File: src/sixp_pkg.sv
package sixp_pkg;
    localparam int DATA_W = 8;
    localparam int PIN_N = 6;
    localparam int PIN_TIMER = 2;
    localparam int PIN_INONLY = 3;
    localparam int PIN_OSC_OUT = 4;
    localparam int PIN_OSC_IN = 5;
    localparam logic [7:0] DIR_RESET = 8'hFF;
    localparam logic [7:0] LATCH_RESET = 8'h00;
    localparam logic [5:0] WEAK_PIN_MASK = 6'h0B;
    localparam logic [5:0] PIN_MASK = 6'h3F;

    typedef enum logic [1:0] {
        low_power_crystal_mode = 2'h0,
        crystal_mode = 2'h1,
        internal_rc_mode = 2'h2,
        external_rc_mode = 2'h3
    } sixp_osc_t;

    typedef struct packed {
        logic [5:0] alt_func;
        logic pullup_en;
        logic wake_en;
        logic master_clear_input_en;
        logic timer_from_pin;
        sixp_osc_t osc_sel;
    } sixp_cfg_t;

    typedef struct packed {
        logic [5:0] drive_n;
        logic [5:0] pull_en;
        logic [5:0] wake_en;
    } sixp_pad_t;
endpackage : sixp_pkg

File: src/sixp_port.sv
`timescale 1ns/1ps
module sixp_port
    import sixp_pkg::*;
(
    input wire logic MCLK_I,
    input wire logic RST_N_I,
    input wire logic CE_I,
    input wire sixp_pkg::sixp_cfg_t CFG_I,
    input wire logic DATA_WR_I,
    input wire logic DIR_LOAD_I,
    input wire logic [7:0] WDATA_I,
    input wire logic DATA_RD_I,
    output logic [7:0] RDATA_O,
    input wire logic [5:0] PIN_I,
    output logic [5:0] PIN_O,
    output logic [5:0] PIN_OE_N_O,
    output logic [5:0] PULLUP_EN_O,
    output logic [5:0] WAKE_EN_O,
    output logic WAKE_O,
    output logic MASTER_CLEAR_INPUT_N_O
);
    import sixp_pkg::*;
    logic [7:0] latch_reg;
    logic [7:0] dir_reg;
    logic [7:0] rdata_reg;
    logic [5:0] pin_prev_reg;
    logic [5:0] alt;
    sixp_pad_t pad;

    sixp_pin_ctl u_ctl (
        .cfg_i(CFG_I),
        .dir_i(dir_reg[5:0]),
        .pad_o(pad),
        .alt_o(alt)
    );

    // Direction register: written only by the direction-load strobe
    always_ff @(posedge MCLK_I) begin
        if (!RST_N_I) begin
            dir_reg <= DIR_RESET;
        end else if (CE_I && DIR_LOAD_I) begin
            dir_reg <= WDATA_I;
        end
    end

    always_ff @(posedge MCLK_I) begin
        if (!RST_N_I) begin
            latch_reg <= LATCH_RESET;
        end else if (CE_I && DATA_WR_I) begin
            latch_reg <= WDATA_I;
        end
    end

    // Read returns sampled pin levels, zero on alternate-function pins; direction is never readable
    always_ff @(posedge MCLK_I) begin
        if (!RST_N_I) begin
            rdata_reg <= 8'h00;
        end else if (CE_I && DATA_RD_I) begin
            rdata_reg <= {2'b00, PIN_I & ~alt};
        end
    end

    always_ff @(posedge MCLK_I) begin
        if (!RST_N_I) begin
            // Start from the live levels so release shows no false change
            pin_prev_reg <= PIN_I;
        end else if (CE_I) begin
            pin_prev_reg <= PIN_I;
        end
    end

    assign RDATA_O = rdata_reg;
    assign PIN_O = latch_reg[5:0];
    assign PIN_OE_N_O = pad.drive_n;
    assign PULLUP_EN_O = pad.pull_en;
    assign WAKE_EN_O = pad.wake_en;
    assign WAKE_O = |((PIN_I ^ pin_prev_reg) & pad.wake_en);
    assign MASTER_CLEAR_INPUT_N_O = CFG_I.master_clear_input_en ? PIN_I[PIN_INONLY] : 1'b1;

    rst_dir_a: assert property (@(posedge MCLK_I)
        $rose(RST_N_I) |-> PIN_OE_N_O == PIN_MASK)
        else $error("direction not all inputs after reset");
    inonly_a: assert property (@(posedge MCLK_I)
        disable iff (!RST_N_I) PIN_OE_N_O[PIN_INONLY])
        else $error("input-only pin driven");
    read_pins_a: assert property (@(posedge MCLK_I)
        disable iff (!RST_N_I) CE_I && DATA_RD_I
        |=> RDATA_O == {2'b00, $past(PIN_I) & ~$past(alt)})
        else $error("read not pin levels");
    upper_zero_a: assert property (@(posedge MCLK_I)
        disable iff (!RST_N_I) RDATA_O[7:6] == 2'b00)
        else $error("upper bits nonzero");
    dir_load_a: assert property (@(posedge MCLK_I)
        disable iff (!RST_N_I) CE_I && DIR_LOAD_I && !CFG_I.timer_from_pin
        && CFG_I.alt_func == 6'h00 && CFG_I.osc_sel > crystal_mode
        |=> PIN_OE_N_O[1:0] == $past(WDATA_I[1:0]))
        else $error("direction load not applied");
    dir_only_a: assert property (@(posedge MCLK_I)
        disable iff (!RST_N_I) !(CE_I && DIR_LOAD_I) |=> $stable(dir_reg))
        else $error("direction changed without load");
    latch_hold_a: assert property (@(posedge MCLK_I)
        disable iff (!RST_N_I) !(CE_I && DATA_WR_I) |=> $stable(PIN_O))
        else $error("latch changed without write");
    ce_hold_a: assert property (@(posedge MCLK_I)
        disable iff (!RST_N_I) !CE_I
        |=> $stable(latch_reg) && $stable(dir_reg) && $stable(RDATA_O))
        else $error("state moved with enable low");
    rd_hold_a: assert property (@(posedge MCLK_I)
        disable iff (!RST_N_I) !(CE_I && DATA_RD_I) |=> $stable(RDATA_O))
        else $error("read data changed without read");
    timer_in_a: assert property (@(posedge MCLK_I)
        disable iff (!RST_N_I) CFG_I.timer_from_pin |-> PIN_OE_N_O[PIN_TIMER])
        else $error("timer pin driven");
    master_clear_input_pull_a: assert property (@(posedge MCLK_I)
        disable iff (!RST_N_I) CFG_I.master_clear_input_en
        |-> PULLUP_EN_O[PIN_INONLY] && !WAKE_EN_O[PIN_INONLY])
        else $error("master clear pull or wake wrong");
    master_clear_input_off_a: assert property (@(posedge MCLK_I)
        disable iff (!RST_N_I) !CFG_I.master_clear_input_en |-> MASTER_CLEAR_INPUT_N_O)
        else $error("master clear active while disabled");
    shared_a: assert property (@(posedge MCLK_I)
        disable iff (!RST_N_I) (PULLUP_EN_O & ~WEAK_PIN_MASK) == 6'h00
        && (WAKE_EN_O & ~WEAK_PIN_MASK) == 6'h00)
        else $error("weak pull on wrong pin");
    alt_zero_a: assert property (@(posedge MCLK_I)
        disable iff (!RST_N_I) CE_I && DATA_RD_I
        && CFG_I.osc_sel == crystal_mode |=> RDATA_O[5:4] == 2'b00)
        else $error("oscillator pins read nonzero");
endmodule : sixp_port

File: src/sixp_pin_ctl.sv
`timescale 1ns/1ps
module sixp_pin_ctl
    import sixp_pkg::*;
(
    input wire sixp_pkg::sixp_cfg_t cfg_i,
    input wire logic [5:0] dir_i,
    output sixp_pkg::sixp_pad_t pad_o,
    output logic [5:0] alt_o
);
    import sixp_pkg::*;
    logic [5:0] alt;
    always_comb begin
        alt = cfg_i.alt_func;
        if (cfg_i.osc_sel == low_power_crystal_mode ||
            cfg_i.osc_sel == crystal_mode) begin
            alt[PIN_OSC_OUT] = 1'b1;
            alt[PIN_OSC_IN] = 1'b1;
        end
        if (cfg_i.master_clear_input_en) begin
            alt[PIN_INONLY] = 1'b1;
        end
        if (cfg_i.timer_from_pin) begin
            alt[PIN_TIMER] = 1'b1;
        end
    end
    assign alt_o = alt;

    always_comb begin
        pad_o.drive_n = dir_i | alt;
        pad_o.drive_n[PIN_INONLY] = 1'b1;
        if (cfg_i.timer_from_pin) begin
            pad_o.drive_n[PIN_TIMER] = 1'b1;
        end
        pad_o.pull_en = cfg_i.pullup_en ? WEAK_PIN_MASK : 6'h00;
        pad_o.wake_en = cfg_i.wake_en ? WEAK_PIN_MASK : 6'h00;
        if (cfg_i.master_clear_input_en) begin
            pad_o.pull_en[PIN_INONLY] = 1'b1;
            pad_o.wake_en[PIN_INONLY] = 1'b0;
        end
    end
endmodule : sixp_pin_ctl

File: config.mk
export PLATFORM = sky130hd
export DESIGN_NAME = sixp_port
export DESIGN_NICKNAME = d
export VERILOG_FILES = /design/src/sixp_pkg.sv /design/src/sixp_port.sv /design/src/sixp_pin_ctl.sv
export SDC_FILE = /design/constraint.sdc
export NUM_CORES = 1
export LEC_CHECK = 0
export ABC_CLOCK_PERIOD_IN_PS = 1800
export BUFFER_PORTS_ARGS = -buffer_cell sky130_fd_sc_hd__buf_2
export CAP_MARGIN = 0
export CORE_MARGIN = 10
export CORE_UTILIZATION = 47
export CTS_CLUSTER_DIAMETER = 50
export DETAILED_ROUTE_END_ITERATION = 10
export GPL_ROUTABILITY_DRIVEN = 0
export MAX_ROUTING_LAYER = met4
export PLACE_DENSITY_LB_ADDON = 0.08
export SLEW_MARGIN = 10
export SYNTH_ARGS = -nofsm -noshare
export SYNTH_HDL_FRONTEND = slang
export SYNTH_HIERARCHICAL = 1
export SYNTH_SLANG_ARGS = --single-unit
File: constraint.sdc
create_clock -name MCLK_I -period 1.8 [get_ports MCLK_I]
set_input_delay 0.27 -clock MCLK_I [delete_from_list [all_inputs] [get_ports MCLK_I]]
set_output_delay 0.27 -clock MCLK_I [all_outputs]
set_load 0.02 [all_outputs]
==> metrics.txt <==
Clk pwr share=23.0%; Syn Area/Cell=9.42 µm²; antenna violations before repair=0; outcome=finished, final reports clean; Clock Sinks=23; internal cell power=725 µW; Min-Delay Path Class=primary input to flip-flop; WS Path Type=flip-flop to output pin; CTS tree=done; CTS Hold Bufs=0; number of global-route vias before repair=965; Detail Placement HPWL=2.27 mm; Core Area=2280 µm²; Worst setup SP type=flip-flop; gr ovfl total=0; largest net degree at the start of global routing=18; Final Hold Fails=0; final slew viol count=0; IO buf count=53; post_cts resized=0; WP data required=1.53 ns; Finished Cell Area=1360 µm²; unrepaired setup endpoints after global routing=false; filler instances=225; min cycle time layout=1.56 ns; Antenna Nets Post-Route=0; Initial DRC Count=16; CTS Buf Count=3; nets@finish=201; leakage power=0.000632 µW; Root Driver=clkbuf_4; DRC viols=0; vias=949; Max Fclk=641 MHz; CP arrival=1.29 ns; Max clock buf depth=2; Gate power share=19.8%; num rows=17; Sequential Area=520 µm²; Seq pwr share=57.2%; fin crit share=86.6%; Setup-failing EPs final=0; Initial Utilization=50.9%; first-pass GRT wire length=4.40 mm; crit-path max FO=1; Die Ht=69.7 µm; NetSw=276 µW; max-cap violations=0; H-tree depth=1; post-DR vias/cell=4.84; number of placed I/O pins=66; Crit. End Element=output pin; Die Wd=69.7 µm; drt first pass iters=4; YS warnings=6; antenna cells=0; total negative slack=0 ns; area of the die=4850 µm²; Power Density=737 nW/µm²; Clock Pin Slew Worst Setup and Hold Paths=0.12 ns; Mapped Cells=123; commonest non-fill, non-tap cell in the layout=buf_2; layout cells sized above 1=37.5%; final wirelength=2.69 mm; post-CTS setup buffers=0; clk_lat worst skew=0.30 ns; Worst IR Drop VDD=0.540 mV; Sw Ratio=27.6%; Crit-path slowest cell=edfxtp_1; Tot GR Track Use=10.9%; area of the multi-input gates=503 µm²; placed instance area=1330 µm²; crit-path max cell delay=0.40 ns; drt wl/cell=13.7 µm; Cell Chain, Critical Path=xor2_1 -> a22oi_1 -> nand3_1 -> buf_2; Fin Clk Skew=0 ns; most frequent cells in the layout=buf_2 (53), nand2_1 (25), dfxtp_1 (17); area delta synth->final=17.2%; Post-Syn Area=1160 µm²
[power by group through the flow]
stage / logic (µW) / clock network, µW / registers, µW
after floorplan: 140 / 0 / 594
after global placement: 197 / 0 / 584
after detailed placement: 200 / 0 / 585
after CTS: 200 / 243 / 573
after global routing: 222 / 269 / 576
final: 198 / 230 / 573
[area by class of cell]
cell class / instances / share of cell area, %
Multi-Input combinational cell: 87 / 37.1
Tap cell: 28 / 2.58
Clock buffer: 4 / 1.94
Sequential cell: 23 / 38.3
Timing Repair Buffer: 54 / 20.1
[worst paths after layout]
kind	depth (start not counted)	startpoint	slack (ns)	to
worst max register to register	2	latch_reg[4]	1.19	latch_reg[4]
worst min register to register	2	RDATA_O[0]	0.46	RDATA_O[0]
worst max-delay path	4	pin_prev_reg[3]	0.24	WAKE_O
worst min-delay path	1	PIN_I[0]	0.18	pin_prev_reg[0]
[critical path, delay by kind of cell, from the launching register on]
family / cells / cell delay, ns
and+or+nand+nor: 1 / 0.08
buffers and inverters: 1 / 0.16
AOI/OAI and AO/OA: 1 / 0.18
DFF: 1 / 0.40
xor gates and xnor gates: 1 / 0.17
[metrics by stage]
| step | instances | utilization [%] | power (µW) | hold WS (ns) | setup WS [ns] |
|---|---|---|---|---|---|
| after floorplan | 129 | - | 734 | 0.369 | 0.544 |
| after global placement | 192 | 58.5 | 780 | 0.436 | 0.571 |
| after detailed placement | 192 | 58.5 | 784 | 0.443 | 0.575 |
| after CTS | 196 | 59.6 | 1020 | 0.169 | 0.220 |
| after global routing | 196 | 59.6 | 1070 | 0.157 | 0.119 |
| final | 196 | 59.6 | 1000 | 0.184 | 0.241 |
[metal layers]
layer	track usage (%)	part of all wire [%]
met1	11.9	41
met4	3.26	0.33
met3	3.85	8.1
met5	-	0
met2	18.2	50
No activity file was read; power rests on OpenSTA's default activity.
